<file path="src/rtl/tpf_pkg.sv">
// Package with constants and types shared by the timing pulse FIFO status block
package tpf_pkg;
  localparam int ADDR_W = 18;
  localparam int DATA_W = 32;
  localparam int NCHAN = 2;
  localparam int FIFO_DEPTH = 8;
  // Register indices; byte address is four times the index
  localparam logic [15:0] GEN0_STATUS_IDX = 16'hfff8;
  localparam logic [15:0] GEN1_STATUS_IDX = 16'hfff9;
  localparam logic [15:0] IRQ_STATUS_IDX = 16'hfff0;
  localparam logic [15:0] IRQ_MASK_IDX = 16'hfff1;
  // Status register fields
  localparam int COUNT_LSB = 0;
  localparam int COUNT_W = 3;
  localparam int EMPTY_BIT = 3;
  localparam int FULL_BIT = 4;
  localparam int IRQ_EN_BIT = 5;
  localparam logic [COUNT_W-1:0] COUNT_RST = 3'h0;
  localparam logic EMPTY_RST = 1'b1;
  localparam logic FULL_RST = 1'b0;
  localparam logic IRQ_EN_RST = 1'b0;
  // Interrupt status and mask layout
  localparam int IRQ_W = 4;
  localparam int IRQ_EMPTY0 = 0;
  localparam int IRQ_EMPTY1 = 1;
  localparam int IRQ_FULL0 = 2;
  localparam int IRQ_FULL1 = 3;
  localparam logic [IRQ_W-1:0] IRQ_STATUS_RST = 4'h0;
  localparam logic [IRQ_W-1:0] IRQ_MASK_RST = 4'h0;
  // Bus answers
  localparam logic [1:0] RESP_OKAY = 2'h0;
  localparam logic [1:0] RESP_SLVERR = 2'h2;
  typedef enum logic [1:0] {TPF_WR_COLLECT = 2'b01, TPF_WR_RESP = 2'b10} tpf_wr_state_e;
  typedef enum logic [1:0] {TPF_RD_IDLE = 2'b01, TPF_RD_RESP = 2'b10} tpf_rd_state_e;
endpackage

</file>
<file path="src/rtl/tpf_chan_if.sv">
// Interface between the register logic and one channel's fill tracker
`timescale 1ns/1ps
`default_nettype none
interface tpf_chan_if;
  logic push;
  logic pop;
  logic clear;
  logic [tpf_pkg::COUNT_W-1:0] count;
  logic empty;
  logic full;
  modport track (input push, input pop, input clear, output count, output empty, output full);
  modport user (output push, output pop, output clear, input count, input empty, input full);
endinterface
`default_nettype wire

</file>
<file path="src/rtl/tpf_level_track.sv">
// Fill level tracker of one pulse generator FIFO
`timescale 1ns/1ps
`default_nettype none
module tpf_level_track #(
  parameter int DEPTH = tpf_pkg::FIFO_DEPTH
) (
  // Clock and reset
  input wire logic aclk,
  input wire logic aresetn,
  // Channel
  tpf_chan_if.track chan
);
  import tpf_pkg::*;
  localparam int LW = $clog2(DEPTH + 1);
  logic [LW-1:0] level;
  logic [LW-1:0] next_level;
  logic do_push;
  logic do_pop;
  // Push into a full FIFO and pop from an empty one are dropped
  assign do_push = chan.push && (level != LW'(DEPTH));
  assign do_pop = chan.pop && (level != '0);
  always_comb begin
    next_level = level;
    if (chan.clear) begin
      next_level = '0;
    end else if (do_push && !do_pop) begin
      next_level = level + LW'(1);
    end else if (do_pop && !do_push) begin
      next_level = level - LW'(1);
    end
  end
  always_ff @(posedge aclk) begin
    if (!aresetn) begin
      level <= '0;
      chan.count <= COUNT_RST;
      chan.empty <= EMPTY_RST;
      chan.full <= FULL_RST;
    end else begin
      level <= next_level;
      // Count wraps to zero at eight entries
      chan.count <= next_level[COUNT_W-1:0];
      chan.empty <= (next_level == '0);
      chan.full <= (next_level == LW'(DEPTH));
    end
  end
endmodule // tpf_level_track
`default_nettype wire

</file>
<file path="src/rtl/tpf_irq_unit.sv">
// Sticky interrupt status, mask and interrupt line
`timescale 1ns/1ps
`default_nettype none
module tpf_irq_unit (
  // Clock and reset
  input wire logic aclk,
  input wire logic aresetn,
  // Events and software access
  input wire logic [tpf_pkg::IRQ_W-1:0] events,
  input wire logic clear_stb,
  input wire logic [tpf_pkg::IRQ_W-1:0] clear_bits,
  input wire logic mask_stb,
  input wire logic [tpf_pkg::IRQ_W-1:0] mask_bits,
  // State
  output logic [tpf_pkg::IRQ_W-1:0] status,
  output logic [tpf_pkg::IRQ_W-1:0] mask,
  output logic irq
);
  import tpf_pkg::*;
  logic [IRQ_W-1:0] next_status;
  logic [IRQ_W-1:0] next_mask;
  // An event in the cycle of its own clear still sets the bit
  assign next_status = (status & ~(clear_stb ? clear_bits : '0)) | events;
  assign next_mask = mask_stb ? mask_bits : mask;
  always_ff @(posedge aclk) begin
    if (!aresetn) begin
      status <= IRQ_STATUS_RST;
      mask <= IRQ_MASK_RST;
      irq <= 1'b0;
    end else begin
      status <= next_status;
      mask <= next_mask;
      irq <= |(next_status & next_mask);
    end
  end
endmodule // tpf_irq_unit
`default_nettype wire

</file>
<file path="src/rtl/tpf_top.sv">
// Status and interrupt logic for the two timing pulse generator FIFOs
// How it works
// - three-bit count, zero means empty or full
// - empty reported when empty flag and zero count
// - full reported when full flag and zero count
// - read-only empty flag, bit 3, resets high
// - read-only full flag, bit 4, resets low
// - write-only empty interrupt enable, bit 5
//
// Decided for this implementation: the AXI4-Lite interface to the registers.
`timescale 1ns/1ps
`default_nettype none
module tpf_top (
  // Clock and reset
  input wire logic aclk,
  input wire logic aresetn,
  // AXI4-Lite write address
  input wire logic [tpf_pkg::ADDR_W-1:0] s_axi_awaddr,
  input wire logic [2:0] s_axi_awprot,
  input wire logic s_axi_awvalid,
  output logic s_axi_awready,
  // AXI4-Lite write data
  input wire logic [tpf_pkg::DATA_W-1:0] s_axi_wdata,
  input wire logic [3:0] s_axi_wstrb,
  input wire logic s_axi_wvalid,
  output logic s_axi_wready,
  // AXI4-Lite write response
  output logic [1:0] s_axi_bresp,
  output logic s_axi_bvalid,
  input wire logic s_axi_bready,
  // AXI4-Lite read address
  input wire logic [tpf_pkg::ADDR_W-1:0] s_axi_araddr,
  input wire logic [2:0] s_axi_arprot,
  input wire logic s_axi_arvalid,
  output logic s_axi_arready,
  // AXI4-Lite read data
  output logic [tpf_pkg::DATA_W-1:0] s_axi_rdata,
  output logic [1:0] s_axi_rresp,
  output logic s_axi_rvalid,
  input wire logic s_axi_rready,
  // FIFO activity of generator zero
  input wire logic gen0_push,
  input wire logic gen0_pop,
  input wire logic gen0_count_reset,
  // FIFO activity of generator one
  input wire logic gen1_push,
  input wire logic gen1_pop,
  input wire logic gen1_count_reset,
  // Interrupts
  output logic gen0_empty_irq_req,
  output logic gen1_empty_irq_req,
  output logic irq
);
  import tpf_pkg::*;

  // Word index of a byte address
  function automatic logic [ADDR_W-3:0] word_of(input logic [ADDR_W-1:0] addr);
    return addr[ADDR_W-1:2];
  endfunction

  // True when a byte address falls on the given register word; the low two bits are ignored
  function automatic logic hits_word(
    input logic [ADDR_W-1:0] addr,
    input logic [ADDR_W-3:0] idx
  );
    return word_of(addr) == idx;
  endfunction

  // Status byte as software reads it; the enable bit is write-only
  function automatic logic [DATA_W-1:0] status_word(
    input logic [COUNT_W-1:0] count,
    input logic empty,
    input logic full
  );
    logic [DATA_W-1:0] w;
    w = '0;
    w[COUNT_LSB +: COUNT_W] = count;
    w[EMPTY_BIT] = empty;
    w[FULL_BIT] = full;
    w[IRQ_EN_BIT] = 1'b0;
    return w;
  endfunction

  // Channel trackers
  tpf_chan_if chan0 ();
  tpf_chan_if chan1 ();

  assign chan0.push = gen0_push;
  assign chan0.pop = gen0_pop;
  assign chan0.clear = gen0_count_reset;
  assign chan1.push = gen1_push;
  assign chan1.pop = gen1_pop;
  assign chan1.clear = gen1_count_reset;

  tpf_level_track #(
    .DEPTH(FIFO_DEPTH)
  ) u_track0 (
    .aclk(aclk),
    .aresetn(aresetn),
    .chan(chan0.track)
  );

  tpf_level_track #(
    .DEPTH(FIFO_DEPTH)
  ) u_track1 (
    .aclk(aclk),
    .aresetn(aresetn),
    .chan(chan1.track)
  );

  // Flags behind interrupt events and requests combine the flag with a zero count; reads return the raw flags
  logic gen0_is_empty;
  logic gen1_is_empty;
  logic gen0_is_full;
  logic gen1_is_full;
  assign gen0_is_empty = chan0.empty && (chan0.count == COUNT_RST);
  assign gen1_is_empty = chan1.empty && (chan1.count == COUNT_RST);
  assign gen0_is_full = chan0.full && (chan0.count == COUNT_RST);
  assign gen1_is_full = chan1.full && (chan1.count == COUNT_RST);

  // Write channel state
  tpf_wr_state_e wr_state;
  logic [ADDR_W-1:0] aw_addr;
  logic [DATA_W-1:0] w_data;
  logic [3:0] w_strb;
  logic commit;
  logic lane0;
  // Commit waits a cycle after both halves are in, so decode sees the registered address
  assign commit = (wr_state == TPF_WR_COLLECT) && !s_axi_awready && !s_axi_wready;
  assign lane0 = w_strb[0];

  // Write decode
  logic wr_gen0;
  logic wr_gen1;
  logic wr_irq_status;
  logic wr_irq_mask;
  logic wr_mapped;
  assign wr_gen0 = hits_word(aw_addr, GEN0_STATUS_IDX);
  assign wr_gen1 = hits_word(aw_addr, GEN1_STATUS_IDX);
  assign wr_irq_status = hits_word(aw_addr, IRQ_STATUS_IDX);
  assign wr_irq_mask = hits_word(aw_addr, IRQ_MASK_IDX);
  assign wr_mapped = wr_gen0 || wr_gen1 || wr_irq_status || wr_irq_mask;
  // Unmapped words answer with an error and change nothing
  logic [1:0] wr_resp;
  assign wr_resp = wr_mapped ? RESP_OKAY : RESP_SLVERR;

  // Register writes act in the commit cycle, and only with byte lane zero enabled
  logic wr_stb;
  logic irq_clear_stb;
  logic irq_mask_stb;
  logic gen0_enable_stb;
  logic gen1_enable_stb;
  assign wr_stb = commit && lane0;
  assign irq_clear_stb = wr_stb && wr_irq_status;
  assign irq_mask_stb = wr_stb && wr_irq_mask;
  assign gen0_enable_stb = wr_stb && wr_gen0;
  assign gen1_enable_stb = wr_stb && wr_gen1;

  // Read decode
  logic rd_gen0;
  logic rd_gen1;
  logic rd_irq_status;
  logic rd_irq_mask;
  logic rd_mapped;
  logic [DATA_W-1:0] rd_word;
  assign rd_gen0 = hits_word(s_axi_araddr, GEN0_STATUS_IDX);
  assign rd_gen1 = hits_word(s_axi_araddr, GEN1_STATUS_IDX);
  assign rd_irq_status = hits_word(s_axi_araddr, IRQ_STATUS_IDX);
  assign rd_irq_mask = hits_word(s_axi_araddr, IRQ_MASK_IDX);
  assign rd_mapped = rd_gen0 || rd_gen1 || rd_irq_status || rd_irq_mask;
  logic [1:0] rd_resp;
  assign rd_resp = rd_mapped ? RESP_OKAY : RESP_SLVERR;

  // Interrupt enables and interrupt unit
  logic gen0_empty_irq_enable;
  logic gen1_empty_irq_enable;
  logic [IRQ_W-1:0] irq_status;
  logic [IRQ_W-1:0] irq_mask;
  logic [IRQ_W-1:0] irq_events;
  logic gen0_was_empty;
  logic gen1_was_empty;
  logic gen0_was_full;
  logic gen1_was_full;

  // Status words of both channels as software reads them
  logic [DATA_W-1:0] gen0_status_word;
  logic [DATA_W-1:0] gen1_status_word;
  assign gen0_status_word = status_word(chan0.count, chan0.empty, chan0.full);
  assign gen1_status_word = status_word(chan1.count, chan1.empty, chan1.full);

  assign rd_word = rd_gen0 ? gen0_status_word :
                   rd_gen1 ? gen1_status_word :
                   rd_irq_status ? DATA_W'(irq_status) :
                   rd_irq_mask ? DATA_W'(irq_mask) : '0;

  // Empty events fire on the edge into empty, only while enabled
  logic gen0_became_empty;
  logic gen1_became_empty;
  assign gen0_became_empty = gen0_is_empty && !gen0_was_empty;
  assign gen1_became_empty = gen1_is_empty && !gen1_was_empty;
  assign irq_events[IRQ_EMPTY0] = gen0_became_empty && gen0_empty_irq_enable;
  assign irq_events[IRQ_EMPTY1] = gen1_became_empty && gen1_empty_irq_enable;
  // Full events have no enable of their own; the mask alone gates them
  assign irq_events[IRQ_FULL0] = gen0_is_full && !gen0_was_full;
  assign irq_events[IRQ_FULL1] = gen1_is_full && !gen1_was_full;

  tpf_irq_unit u_irq (
    .aclk(aclk),
    .aresetn(aresetn),
    .events(irq_events),
    .clear_stb(irq_clear_stb),
    .clear_bits(w_data[IRQ_W-1:0]),
    .mask_stb(irq_mask_stb),
    .mask_bits(w_data[IRQ_W-1:0]),
    .status(irq_status),
    .mask(irq_mask),
    .irq(irq)
  );

  // Edge history starts empty so reset itself raises nothing
  always_ff @(posedge aclk) begin
    if (!aresetn) begin
      gen0_was_empty <= 1'b1;
      gen1_was_empty <= 1'b1;
      gen0_was_full <= 1'b0;
      gen1_was_full <= 1'b0;
    end else begin
      gen0_was_empty <= gen0_is_empty;
      gen1_was_empty <= gen1_is_empty;
      gen0_was_full <= gen0_is_full;
      gen1_was_full <= gen1_is_full;
    end
  end

  // Enables cannot be read back, so a read-modify-write would clear them
  logic next_gen0_empty_irq_enable;
  logic next_gen1_empty_irq_enable;
  assign next_gen0_empty_irq_enable = gen0_enable_stb ? w_data[IRQ_EN_BIT] : gen0_empty_irq_enable;
  assign next_gen1_empty_irq_enable = gen1_enable_stb ? w_data[IRQ_EN_BIT] : gen1_empty_irq_enable;
  always_ff @(posedge aclk) begin
    if (!aresetn) begin
      gen0_empty_irq_enable <= IRQ_EN_RST;
      gen1_empty_irq_enable <= IRQ_EN_RST;
    end else begin
      gen0_empty_irq_enable <= next_gen0_empty_irq_enable;
      gen1_empty_irq_enable <= next_gen1_empty_irq_enable;
    end
  end

  // Per-channel request is a level while enabled and empty
  logic next_gen0_empty_irq_req;
  logic next_gen1_empty_irq_req;
  assign next_gen0_empty_irq_req = gen0_empty_irq_enable && gen0_is_empty;
  assign next_gen1_empty_irq_req = gen1_empty_irq_enable && gen1_is_empty;
  always_ff @(posedge aclk) begin
    if (!aresetn) begin
      gen0_empty_irq_req <= 1'b0;
      gen1_empty_irq_req <= 1'b0;
    end else begin
      gen0_empty_irq_req <= next_gen0_empty_irq_req;
      gen1_empty_irq_req <= next_gen1_empty_irq_req;
    end
  end

  // Write side: address and data are taken in either order
  always_ff @(posedge aclk) begin
    if (!aresetn) begin
      wr_state <= TPF_WR_COLLECT;
      s_axi_awready <= 1'b1;
      s_axi_wready <= 1'b1;
      s_axi_bvalid <= 1'b0;
      s_axi_bresp <= RESP_OKAY;
      aw_addr <= '0;
      w_data <= '0;
      w_strb <= 4'h0;
    end else begin
      unique case (wr_state)
        TPF_WR_COLLECT: begin
          if (s_axi_awvalid && s_axi_awready) begin
            aw_addr <= s_axi_awaddr;
            s_axi_awready <= 1'b0;
          end
          if (s_axi_wvalid && s_axi_wready) begin
            w_data <= s_axi_wdata;
            w_strb <= s_axi_wstrb;
            s_axi_wready <= 1'b0;
          end
          if (commit) begin
            s_axi_bvalid <= 1'b1;
            s_axi_bresp <= wr_resp;
            wr_state <= TPF_WR_RESP;
          end
        end
        TPF_WR_RESP: begin
          if (s_axi_bready) begin
            s_axi_bvalid <= 1'b0;
            s_axi_awready <= 1'b1;
            s_axi_wready <= 1'b1;
            wr_state <= TPF_WR_COLLECT;
          end
        end
      endcase
    end
  end

  // Read side: data is sampled at the address handshake
  tpf_rd_state_e rd_state;
  always_ff @(posedge aclk) begin
    if (!aresetn) begin
      rd_state <= TPF_RD_IDLE;
      s_axi_arready <= 1'b1;
      s_axi_rvalid <= 1'b0;
      s_axi_rdata <= '0;
      s_axi_rresp <= RESP_OKAY;
    end else begin
      unique case (rd_state)
        TPF_RD_IDLE: begin
          if (s_axi_arvalid) begin
            s_axi_arready <= 1'b0;
            s_axi_rvalid <= 1'b1;
            s_axi_rdata <= rd_word;
            s_axi_rresp <= rd_resp;
            rd_state <= TPF_RD_RESP;
          end
        end
        TPF_RD_RESP: begin
          if (s_axi_rready) begin
            s_axi_rvalid <= 1'b0;
            s_axi_arready <= 1'b1;
            rd_state <= TPF_RD_IDLE;
          end
        end
      endcase
    end
  end

  // Protection bits carry no meaning here
  logic unused_prot;
  assign unused_prot = ^{s_axi_awprot, s_axi_arprot, w_strb[3:1]};

endmodule // tpf_top
`default_nettype wire

</file>
<file path="config.mk">
export PLATFORM = sky130hd
export DESIGN_NAME = tpf_top
export DESIGN_NICKNAME = d
export VERILOG_FILES = /design/src/rtl/tpf_pkg.sv /design/src/rtl/tpf_chan_if.sv /design/src/rtl/tpf_level_track.sv /design/src/rtl/tpf_irq_unit.sv /design/src/rtl/tpf_top.sv
export SDC_FILE = /design/constraint.sdc
export NUM_CORES = 1
export LEC_CHECK = 0
export BUFFER_PORTS_ARGS = -buffer_cell sky130_fd_sc_hd__buf_2
export CAP_MARGIN = 20
export CORE_ASPECT_RATIO = 1.75
export CORE_MARGIN = 4
export CORE_UTILIZATION = 45
export CTS_BUF_LIST = sky130_fd_sc_hd__clkbuf_4 sky130_fd_sc_hd__clkbuf_8
export CTS_CLUSTER_SIZE = 24
export DETAILED_ROUTE_END_ITERATION = 12
export GPL_TIMING_DRIVEN = 0
export PLACE_DENSITY_LB_ADDON = 0.3
export SLEW_MARGIN = 20
export SYNTH_ARGS = -nofsm -noshare
export SYNTH_HDL_FRONTEND = slang
export SYNTH_SLANG_ARGS = --single-unit
</file>
<file path="constraint.sdc">
create_clock -name aclk -period 2 [get_ports aclk]
set_input_delay 0.1 -clock aclk [delete_from_list [all_inputs] [get_ports aclk]]
set_output_delay 0.1 -clock aclk [all_outputs]
set_load 0.05 [all_outputs]
</file>
Word level (Yosys, flattened, before mapping)
Cells that the tools add are included.
- bits in registers: 105
- input port bits: 91
- output and inout bits: 44
- word-level logic and storage cells: 156
- add/sub/neg operators: 4
- eq/ne operators: 22
- muxes and demuxes: 34
- bitwise gates (word level): 4
- reductions and logical operators: 60
- operators by type and width (kind ; number):
    $eq A16 B16 Y1 const B ; 8
    $mux W4 ; 10
    $logic_and A1 B1 Y1 ; 29
    $reduce_and A2 Y1 ; 8
    $mux W2 ; 6
    $logic_not A1 Y1 ; 10
    $mux W5 ; 2
    $pmux W1 S2 ; 5
    $mux W1 ; 9
    $add A4 B1 Y4 const B ; 2
    $and A4 B4 Y4 ; 2
    $eq A4 B4 Y1 const B ; 2
    $logic_not A4 Y1 ; 2
    $ne A2 B2 Y1 const B ; 4
    $ne A4 B4 Y1 const B ; 2
    $pmux W2 S2 ; 2
    $reduce_bool A4 Y1 ; 2
    $sub A4 B1 Y4 const B ; 2
    $logic_not A3 Y1 ; 2
    $logic_or A1 B1 Y1 ; 6
    $eq A2 B1 Y1 const B ; 2
    $eq A2 B2 Y1 const B ; 2
    $ne A2 B1 Y1 const B ; 2
    $not A4 Y4 ; 1
    2 further kinds ; 2

Logic depth before layout (Yosys ltp)
Gate-level depths: netlist of run 1.
- depth in word-level cells: 11
- depth in mapped cells: 9
- mapped depth without buffers: 9

Cells and area by module
Synthesis of run 1 repeated with hierarchy kept, for this count alone.
- cell total of the unflattened synthesis: 396
- area, all modules: 3434.5 um^2
- modules (own cells, without submodules) (module ; times used ; cells each ; area an instance (um^2) ; seq. area each (um^2)):
    tpf_top ; 1 ; 242 ; 2038.2 ; 860.8
    tpf_level_track ; 2 ; 61 ; 510.5 ; 120.1
    tpf_irq_unit ; 1 ; 32 ; 375.4 ; 180.2

Worst setup path after synthesis of run 1
No wires, ideal clock.
- path kind: reg2reg
- start: reg s_axi_bvalid (netlist name)
- end: reg u_irq.irq
- setup time: 59 ps
- arrival time: 2151 ps
- required time: 1941 ps
- slack: -210 ps
- stages on the path, launching flop included: 8
- path buffers: 1
- clock period less this slack: 2210 ps
- cell sequence: dfxtp_1 -> nor4b_4 -> nand4_2 -> or3_1 -> buf_2 -> a221o_1 -> a21oi_1 -> o31a_1
- RTL lines (what ; RTL line ; RTL):
    end signal: assignment ; tpf_irq_unit.sv:33 ; irq <= |(next_status & next_mask);
    end: declaration ; tpf_irq_unit.sv:17 ; output logic irq

Worst setup path after layout of run 1
- start: reg aw_addr[4]
- end: reg u_irq.irq
- longest elaborated chain between the ends: 8
- elaborated cells on any way between the ends: 11
- those cells by class: eq/ne (2); mux (2); bitwise (4); reduce/logical (3)
- RTL lines (what ; RTL line ; RTL):
    start: declaration ; tpf_top.sv:123 ; logic [ADDR_W-1:0] aw_addr;
    start signal: assignment ; tpf_top.sv:280 ; aw_addr <= s_axi_awaddr;
    $eq A16 B16 Y1 ; tpf_top.sv:66 ; return word_of(addr) == idx;
    $logic_and A1 B1 Y1 ; tpf_top.sv:154 ; assign irq_clear_stb = wr_stb && wr_irq_status;
    $mux W4 ; tpf_irq_unit.sv:23 ; assign next_status = (status & ~(clear_stb ? clear_bits : '0)) | events;
    $not A4 Y4 ; tpf_irq_unit.sv:23 ;
    $and A4 B4 Y4 ; tpf_irq_unit.sv:23 ;
    $or A4 B4 Y4 ; tpf_irq_unit.sv:23 ;
    $and A4 B4 Y4 (*) ; tpf_irq_unit.sv:33 ;
    $reduce_or A4 Y1 (*) ; tpf_irq_unit.sv:33 ;
Mark *: on every way between the ends. The rest lies on a longest branch, timed or not.
A chain may end at the register's enable or synchronous reset.

==> results of run 1 <==
[Yosys cell counts, types with 3 or more instances]
cell type	instances	area, um2
nand2b_1	4	25.0
buf_4	29	218
and3_1	5	31.3
dfxtp_1	64	1280
nand3_1	6	30.0
nor3_1	4	20.0
nand3b_1	4	30.0
o21ai_0	4	20.0
mux4_2	4	90.1
nand4_1	3	18.8
nor4_1	5	31.3
a21oi_1	10	50.1
o211a_1	3	30.0
ha_1	6	75.1
xnor2_1	3	26.3
mux2i_1	17	170
and2_1	4	25.0
nand4b_1	5	43.8
nor2b_1	22	138
nand2_1	62	233
inv_1	20	75.1
clkbuf_1	12	45.0
o22ai_1	4	25.0
a21boi_0	21	158
nor2_1	18	67.6
[per-layer routing]
layer	part of all wire, %	GRT usage [%]	vias to the layer above
met5	0	0	-
met4	3.2	12.1	0
met3	5.0	3.98	16
met2	57	33.1	70
met1	35	16.2	1308
li1	-	-	1476
[layout by cell type, fill, tap and decap left out, types with 3 or more instances in the layout]
cell / instances
a21boi_0: 21
a21oi_1: 8
and2_1: 4
and3_1: 5
buf_2: 62
buf_4: 40
clkbuf_1: 11
clkbuf_8: 11
conb_1: 29
dfxtp_1: 57
dfxtp_4: 5
dlygate4sd3_1: 3
ha_1: 3
inv_1: 18
mux2i_1: 17
mux4_2: 4
nand2_1: 62
nand2b_1: 4
nand3_1: 6
nand3b_1: 4
nand4_1: 3
nand4b_1: 5
nor2_1: 18
nor2b_1: 21
nor3_1: 4
nor4_1: 4
o211a_1: 3
o21ai_0: 3
o22ai_1: 3
xnor2_1: 3
[worst paths after layout]
path,depth (start not counted),end,slack (ns),start
worst max register to register,6,u_irq.irq$_SDFF_PN0_,-0.03,aw_addr[4]$_SDFFE_PN0P_
worst min-delay path,3,aw_addr[12]$_SDFFE_PN0P_,0.01,s_axi_awaddr[12]
worst max-delay path,6,u_irq.irq$_SDFF_PN0_,-0.03,aw_addr[4]$_SDFFE_PN0P_
worst min register to register,2,s_axi_rdata[3]$_SDFFE_PN0P_,0.46,s_axi_rdata[3]$_SDFFE_PN0P_
[where the power goes]
part | internal, uW | switching [uW] | total, uW
combinational | 282 | 442 | 723
sequential | 1350 | 73.0 | 1430
clock | 667 | 464 | 1130
[final cells by class]
cell class,instances,area share (%)
Clock inverter,3,0.943
Clock buffer,13,3.92
Buffer,41,6.22
Inverter,20,1.83
Sequential cell,64,30.7
Multi-Input combinational cell,278,43.9
Timing Repair Buffer,76,9.96
Tap cell,86,2.53
[repair_timing]
action                                  4_1_cts  5_1_grt
endpoints found under the hold margin         3        0
endpoints found under the setup margin       12       19
resized for setup                            12       17
hold buffers                                  3        0
pin swaps                                     7        8
setup buffers                                 6        5
[kinds of logic (layout without fill, tap and decap cells)]
group                    Yosys count  count (layout)  synth area share [%]
AO/OA/AOI/OAI                     63              63                  14.0
XOR/XNOR                           4               4                  1.06
adder cells (fa/ha/maj)            6               6                  2.28
buffers and inverters             63             153                  10.6
flip-flops                        64              64                  38.9
multiplexers                      22              22                  8.24
other                              1              29                 0.114
AND/OR/NAND/NOR                  154             154                  24.9
[critical path, cell delays in order (launching register included)]
cell and delay [ns]:
dfxtp_1 0.31, nand4b_1 0.18, or3_4 0.41, or3_4 0.45
o21ai_1 0.21, a21oi_2 0.07, o31a_1 0.27
[metrics by stage]
| stage | hold WS, ns | setup slack, ns |
|---|---|---|
| 6_report | 0.0126 | -0.0284 |
| 5_1_grt | 0.0183 | -0.115 |
| 4_1_cts | 0.00329 | 0.00112 |
| 3_5_place_dp | 0.342 | -0.256 |
| 3_3_place_gp | 0.335 | -0.243 |
| 2_1_floorplan | 0.225 | -0.0223 |
[sequential cells by signal (all words and copies together) (netlist names), 4 cells and up]
signal and cells:
u_track1.level 4, s_axi_rdata 5, u_irq.status 4, aw_addr 16, w_data 5, u_irq.mask 4, u_track0.level 4
==> results.yml, run 1 <==
final_layout:
  design_area_mm2: 0.00425
  syn_to_final_growth_pct: 28.8
  nets: 587
  final_core_util_pct: 59.1
  layout-drive-gt1-share_pct: 30.7
  multi_input_area_mm2: 0.00187
  fill_cells: 660
  seqCellArea_mm2: 0.00130
  antenna_cells: 0
  fin_cells: 581
sta:
  hold_viol_final: 0
  slew_viol_final: 0
  fmax_ghz: 0.493
  rsz0062_at_grt: "true"
  finalSetupViolCount: 1
  period_share_pct: 101
  fin_ws_ns: -0.0284
  tightest_slew_ns: 0.849
  final.min_clock_period_ns: 2.03
  fin_skew_ns: 0.0114
  setup_tns_ns: -0.0284
  relSlewSlack_pct: 42.9
placed_design:
  dp_hpwl_um: 6000
  place_inst: 553
  placed_cell_area_mm2: 0.00383
  gp_congestion: 0.780
  portBuffers: 62
floorplanning:
  dieArea_mm2: 0.00881
  rows: 41
  io_pins: 135
  start_util_pct: 45.9
  fp.coreArea_mm2: 0.00718
  die_h_um: 121
  die_x_um: 72.7
status:
  violations: "setup timing"
  status: "complete, but fails checks"
power:
  p_per_area_mw_per_mm2: 773
  finalPower_uw: 3280
  p_leak_uw: 0.00187
  ir_drop_v: 0.000468
worst_setup_path:
  required_ns: 2.22
  critical_path_class: "reg2reg"
  crit_path_end_kind: "flip-flop"
  crit_fanout: 6
  start_kind: "flip-flop"
  crit_arrival_ns: 2.25
drt:
  drt-initial-drc-count: 105
  drtPass1Iterations: 4
  drc: 0
  avgViaCountPerCell: 4.94
  vias: 2870
  drt.antenna.violating_nets: 0
  wl_per_cell_um: 13.3
  drt-total-wl_um: 7750
global_routing:
  grt_max_degree: 11
  first_global_vias: 2754
  grt_usage_pct: 17.7
  grt_overflow: 0
  grt_pass1_wl_um: 12000
  antenna_found_initial: 0
clock_network:
  numCtsBuffers: 9
  cts_tree: "built"
  clk_latency_ns: 0.34
  cts_max_path_buffers: 2
  clockRootBuffer: "clkbuf_8"
  cts.sinks: 64
  ctsHtreeMaxLevel: 3
  clk_pin_slew_ns: 0.06
synth:
  yosysSeqAreaShare_pct: 38.9
  syn_avg_cell_area_um2: 8.75
  netlist_area_mm2: 0.00330
  synthFlopType: "dfxtp_1"
  syn_inst: 377
  yosys_warnings: 0
  ys_async_sr_fraction_pct: 0
  synth_edf_count: 0
  netlist-cell-type-count: 52
  yosys_register_bits: 64
run:
  drv_cap: 0
hold_path:
  hold_path.class: "in2reg"
No activity file was read; power rests on OpenSTA's default activity.
==> run 2, diff against run 1 <==
--- a/config.mk
+++ b/config.mk
@@ -7,9 +7,11 @@
 export LEC_CHECK = 0
 export BUFFER_PORTS_ARGS = -buffer_cell sky130_fd_sc_hd__buf_2
 export CAP_MARGIN = 20
-export CORE_ASPECT_RATIO = 1.75
+export CELL_PAD_IN_SITES_DETAIL_PLACEMENT = 0
+export CELL_PAD_IN_SITES_GLOBAL_PLACEMENT = 1
+export CORE_ASPECT_RATIO = 1.1
 export CORE_MARGIN = 4
-export CORE_UTILIZATION = 45
+export CORE_UTILIZATION = 32
 export CTS_BUF_LIST = sky130_fd_sc_hd__clkbuf_4 sky130_fd_sc_hd__clkbuf_8
 export CTS_CLUSTER_SIZE = 24
 export DETAILED_ROUTE_END_ITERATION = 12
==> run 2 against run 1 <==
The flow still finishes with violations (setup timing). Global-route usage decreased by 4.5 points. Register-to-register slack gained 0.02 ns. Sequential share of layout area is 1.2 points lower. Sequential cell count unchanged. Critical path depth did not move. Final cell count rose by 7.2%. Largest cell class unchanged.
==> results.yml, run 2 (synthesized netlist as in run 1, its figures left out) <==
status:
  status: "complete, but fails checks"
  violations: "setup timing"
sta:
  finalSetupViolCount: 1
  setup_tns_ns: -0.0128
  final.min_clock_period_ns: 2.01
  tightest_slew_ns: 0.899
  slew_viol_final: 0
  fin_skew_ns: 0.00639
  fin_ws_ns: -0.0128
  rsz0062_at_grt: "true"
  period_share_pct: 101
  fmax_ghz: 0.497
  relSlewSlack_pct: 39.5
  hold_viol_final: 0
final_layout:
  nets: 595
  seqCellArea_mm2: 0.00131
  largest_reg_flops: 16
  multi_input_area_mm2: 0.00191
  syn_to_final_growth_pct: 34.6
  layout_common_cells: "nand2_1, buf_2, dfxtp_1"
  fill_cells: 1003
  design_area_mm2: 0.00444
  layout-drive-gt1-share_pct: 33.2
  regMostFlops: "aw_addr"
  antenna_cells: 0
  layout_top_registers: "aw_addr (16), s_axi_rdata (5), w_data (5)"
power:
  finalPower_uw: 3510
  seq_power_share_pct: 40.6
  p_per_area_mw_per_mm2: 790
  p_comb_share_pct: 21.8
  pwr-share-clk_pct: 37.6
  ir_drop_v: 0.000302
  p_int_uw: 2500
  sw_frac_of_total_pct: 28.8
  power.switching_uw: 1010
  p_leak_uw: 0.00193
floorplanning:
  die_h_um: 114
  fp.coreArea_mm2: 0.00998
  dieArea_mm2: 0.0120
  start_util_pct: 33.0
  rows: 38
  die_x_um: 105
  io_pins: 135
placed_design:
  dp_hpwl_um: 6080
  gp_congestion: 0.794
  portBuffers: 62
  placed_cell_area_mm2: 0.00387
global_routing:
  grt_pass1_wl_um: 12700
  grt_overflow: 0
  grt_max_degree: 12
  antenna_found_initial: 0
  first_global_vias: 2667
  grt_usage_pct: 13.2
worst_setup_path:
  crit_fanout: 6
  path_cells: "nand4_1 -> or3_4 -> or3_4 -> a221o_1 -> a21oi_2 -> o31a_1"
  max_stage_delay_ns: 0.46
  critical_path_buf_inv_count: 0
  crit_arrival_ns: 2.28
  required_ns: 2.27
  worst-r2r-cell-count: 6
  cp_slowest_cell: "or3_4"
  start_kind: "flip-flop"
  critPathLaunch: "aw_addr[17]$_SDFFE_PN0P_"
  critical_path_class: "reg2reg"
  worst_r2r_startpoint: "aw_addr[17]$_SDFFE_PN0P_"
  cpMostUsedCell: "or3_4"
  r2r_end: "u_irq.irq$_SDFF_PN0_"
  r2r_slack_ns: -0.01
  crit_family: "simple AND/OR/NAND/NOR gates"
  crit_path_end_kind: "flip-flop"
drt:
  drc: 0
  drtPass1Iterations: 4
  drt.antenna.violating_nets: 0
  drt-total-wl_um: 8160
  wl_met3_um: 341
  met1Wirelength_um: 3620
  avgViaCountPerCell: 4.56
  wl_per_cell_um: 13.1
  drt-initial-drc-count: 91
  routed.top_layer: "met4"
  wl_met2_um: 4100
  vias: 2839
clock_network:
  clk_pin_slew_ns: 0.07
  cts_tree: "built"
  ctsHtreeMaxLevel: 3
  clk_latency_ns: 0.33
  clockRootBuffer: "clkbuf_8"
  cts_max_path_buffers: 2
  cts.sinks: 64
  numCtsBuffers: 9
hold_path:
  whs_path_depth: 3
  hold_end: "aw_addr[9]$_SDFFE_PN0P_"
  hold_path.class: "in2reg"
  min_from: "s_axi_awaddr[9]"
run:
  drv_cap: 0
run 2: power groups by stage:
| stage | clock, uW | sequential, uW | combinational [uW] |
|---|---|---|---|
| floorplan | 0 | 1490 | 478 |
| global placement | 0 | 1450 | 664 |
| detailed placement | 0 | 1450 | 674 |
| CTS | 1350 | 1430 | 702 |
| global route | 1410 | 1440 | 837 |
| finish | 1320 | 1420 | 766 |
run 2: metal layers:
metal | track usage (%) | up-vias
met5 | 0 | -
met4 | 4.20 | 0
met3 | 3.27 | 9
met2 | 23.1 | 59
met1 | 15.9 | 1285
li1 | - | 1486
run 2: worst reg2reg max path, cell delays in order, from the launching register on:
cell and delay [ns]:
dfxtp_2 0.33, nand4_1 0.11, or3_4 0.43, or3_4 0.46, a221o_1 0.38, a21oi_2 0.10
o31a_1 0.15
run 2: timing repair:
item | 4_1_cts | 5_1_grt
buffers inserted | 6 | 11
gates resized for setup | 20 | 25
hold endpoints to repair | 5 | 0
gates cloned | 0 | 0
hold buffers | 5 | 0
pin swaps | 7 | 14
endpoints found under the setup margin | 10 | 20
run 2: worst max-delay path by stage:
stage	end	slack (ns)	cells after the start
floorplan	u_irq.irq$_SDFF_PN0_	-0.02	7
global placement	u_irq.irq$_SDFF_PN0_	-0.26	7
detailed placement	u_track1.chan.full$_SDFF_PN0_	-0.24	8
CTS	u_irq.irq$_SDFF_PN0_	-0.02	7
global route	u_irq.irq$_SDFF_PN0_	-0.09	6
finish	u_irq.irq$_SDFF_PN0_	-0.01	6
run 2: metrics by stage:
stage | instances | utilization, % | hold slack [ns] | setup slack (ns)
detailed placement | 587 | 38.8 | 0.336 | -0.236
finish | 623 | 44.5 | 0.0163 | -0.0128
floorplan | 405 | - | 0.225 | -0.0223
global route | 623 | 44.5 | 0.0162 | -0.0917
global placement | 587 | 38.8 | 0.347 | -0.256
CTS | 613 | 42.7 | 0.00345 | -0.0197
run 2: layout make-up:
| class | instances | area share, % |
|---|---|---|
| Inverter | 20 | 1.80 |
| Tap cell | 120 | 3.38 |
| Multi-Input combinational cell | 278 | 43.0 |
| Timing Repair Buffer | 84 | 11.0 |
| Clock inverter | 6 | 2.40 |
| Sequential cell | 64 | 29.5 |
| Buffer | 41 | 5.95 |
| Clock buffer | 10 | 2.96 |
==> run 3, diff against run 2 <==
--- a/config.mk
+++ b/config.mk
@@ -16,7 +16,7 @@
 export CTS_CLUSTER_SIZE = 24
 export DETAILED_ROUTE_END_ITERATION = 12
 export GPL_TIMING_DRIVEN = 0
-export PLACE_DENSITY_LB_ADDON = 0.3
+export PLACE_DENSITY = 0.78
 export SLEW_MARGIN = 20
 export SYNTH_ARGS = -nofsm -noshare
 export SYNTH_HDL_FRONTEND = slang
==> run 3 against run 2 <==
The flow still finishes with violations (setup timing). Clock-buffer cell count up 4. Clock power down 18%. Combinational power down 3.0%. Total power down 7.3%. Routed wire length down 5.2%. Critical path depth unchanged. Final cell count down 1.3%. Maximum frequency up 0.44%. Non-clock buffer count down 8. Via count down 1.5%. Worst setup slack better by 0.0089 ns. Global-route usage down 0.37 points. Critical path type unchanged. Critical endpoint unchanged. Largest cell class unchanged. Largest power group unchanged.
==> results.yml, run 3 (synthesized netlist as in run 1, its figures left out) <==
status:
  status: "complete, but fails checks"
  violations: "setup timing"
drt:
  drt-initial-drc-count: 107
  drc: 0
  drt.antenna.violating_nets: 0
  avgViaCountPerCell: 4.55
  wl_per_cell_um: 12.6
  drtPass1Iterations: 4
  drt-total-wl_um: 7740
  vias: 2796
sta:
  hold_viol_final: 0
  setup_tns_ns: -0.00396
  finalSetupViolCount: 1
  slew_viol_final: 0
  tightest_slew_ns: 0.867
  fin_skew_ns: 0.00804
  final.min_clock_period_ns: 2.00
  fmax_ghz: 0.499
  fin_ws_ns: -0.00396
  period_share_pct: 100
  rsz0062_at_grt: "true"
  relSlewSlack_pct: 41.7
worst_setup_path:
  crit_arrival_ns: 2.27
  required_ns: 2.27
  start_kind: "flip-flop"
  crit_path_end_kind: "flip-flop"
  critical_path_class: "reg2reg"
  worst-r2r-cell-count: 6
  crit_fanout: 6
clock_network:
  numCtsBuffers: 9
  hold_buffers: 0
  cts_max_path_buffers: 2
  cts_tree: "built"
  clockRootBuffer: "clkbuf_8"
  ctsHtreeMaxLevel: 3
  clk_latency_ns: 0.33
  clk_pin_slew_ns: 0.07
  cts.sinks: 64
power:
  p_per_area_mw_per_mm2: 750
  ir_drop_v: 0.000264
  p_leak_uw: 0.00188
final_layout:
  layout_top_registers: "aw_addr (16), s_axi_rdata (5), w_data (5)"
  layout-drive-gt1-share_pct: 32.5
  nets: 587
  antenna_cells: 0
  layout_common_cells: "nand2_1, buf_2, dfxtp_1"
  fill_cells: 1018
  regMostFlops: "aw_addr"
  largest_reg_flops: 16
  syn_to_final_growth_pct: 31.5
global_routing:
  grt_max_degree: 11
  grt_overflow: 0
  antenna_found_initial: 0
  first_global_vias: 2653
  grt_usage_pct: 12.8
  grt_pass1_wl_um: 12600
placed_design:
  gp_congestion: 0.840
  portBuffers: 62
  pre_cts_slack_ns: -0.256
  dp_hpwl_um: 5910
floorplanning:
  fp.coreArea_mm2: 0.00998
  die_h_um: 114
  start_util_pct: 33.0
  rows: 38
  io_pins: 135
  die_x_um: 105
  dieArea_mm2: 0.0120
run:
  drv_cap: 0
hold_path:
  hold_path.class: "in2reg"
  whs_path_depth: 3
run 3: cell count changes in the layout (fill, tap and decap cells not counted), sizes merged:
| cell | delta |
|---|---|
| dlygate4sd3 | -5 |
| bufinv | -3 |
| clkbuf | +4 |
| buf | -3 |
| inv | -1 |
run 3: repair_timing:
item | CTS | global route
resized for setup | 13 | 28
pin swaps | 8 | 11
gates cloned | 0 | 0
endpoints found under the setup margin | 10 | 23
setup buffers | 6 | 8
run 3: final cells by class:
class	count	area [um2]	share of cell area (%)
timing repair buffer	76	423	9.75
clock inverter	2	10.0	0.231
multi-input combinational	278	1910	44.1
clock buffer	14	193	4.44
sequential	64	1310	30.1
buffer	41	264	6.09
inverter	20	80.1	1.85
tap	120	150	3.46
run 3: through the flow:
| step | instances | total power (uW) | instance area (um2) | hold slack [ns] | util [%] |
|---|---|---|---|---|---|
| final | 615 | 3250 | 4340 | 0.00372 | 43.4 |
| after global routing | 615 | 3420 | 4340 | 0.0108 | 43.4 |
| after CTS | 607 | 3220 | 4160 | 0.0120 | 41.7 |
| after detailed placement | 587 | 2120 | 3870 | 0.358 | 38.8 |
| after global placement | 587 | 2110 | 3870 | 0.350 | 38.8 |
| after floorplan | 405 | 1970 | 3410 | 0.225 | - |
run 3: report_power, final:
part	leakage, uW	switching (uW)	internal [uW]
clock network	0.000108	466	616
registers	0.000525	73.0	1350
logic	0.00125	447	296
run 3: final timing paths:
| check | from | slack [ns] | end |
|---|---|---|---|
| min reg2reg | gen0_empty_irq_enable$_SDFFE_PN0P_ | 0.45 | gen0_empty_irq_req$_SDFF_PN0_ |
| max | s_axi_wready$_SDFFE_PN1P_ | -0.004 | u_irq.irq$_SDFF_PN0_ |
| max reg2reg | s_axi_wready$_SDFFE_PN1P_ | -0.004 | u_irq.irq$_SDFF_PN0_ |
| min | gen1_count_reset | 0.004 | u_track1.chan.empty$_SDFF_PN1_ |
run 3: worst max-delay path: stages (launching register included):
cell and delay [ns]:
dfxtp_4 0.37, nor4b_4 0.35, nand4_4 0.15, or3_4 0.47, a221o_1 0.33, a21oi_1 0.12, o31a_1 0.16
run 3: layer usage:
metal | wire length, um | GRT usage [%]
met1 | 3380 | 16.1
met2 | 3960 | 22.5
met3 | 327 | 2.54
met4 | 68 | 3.41
met5 | 0 | 0
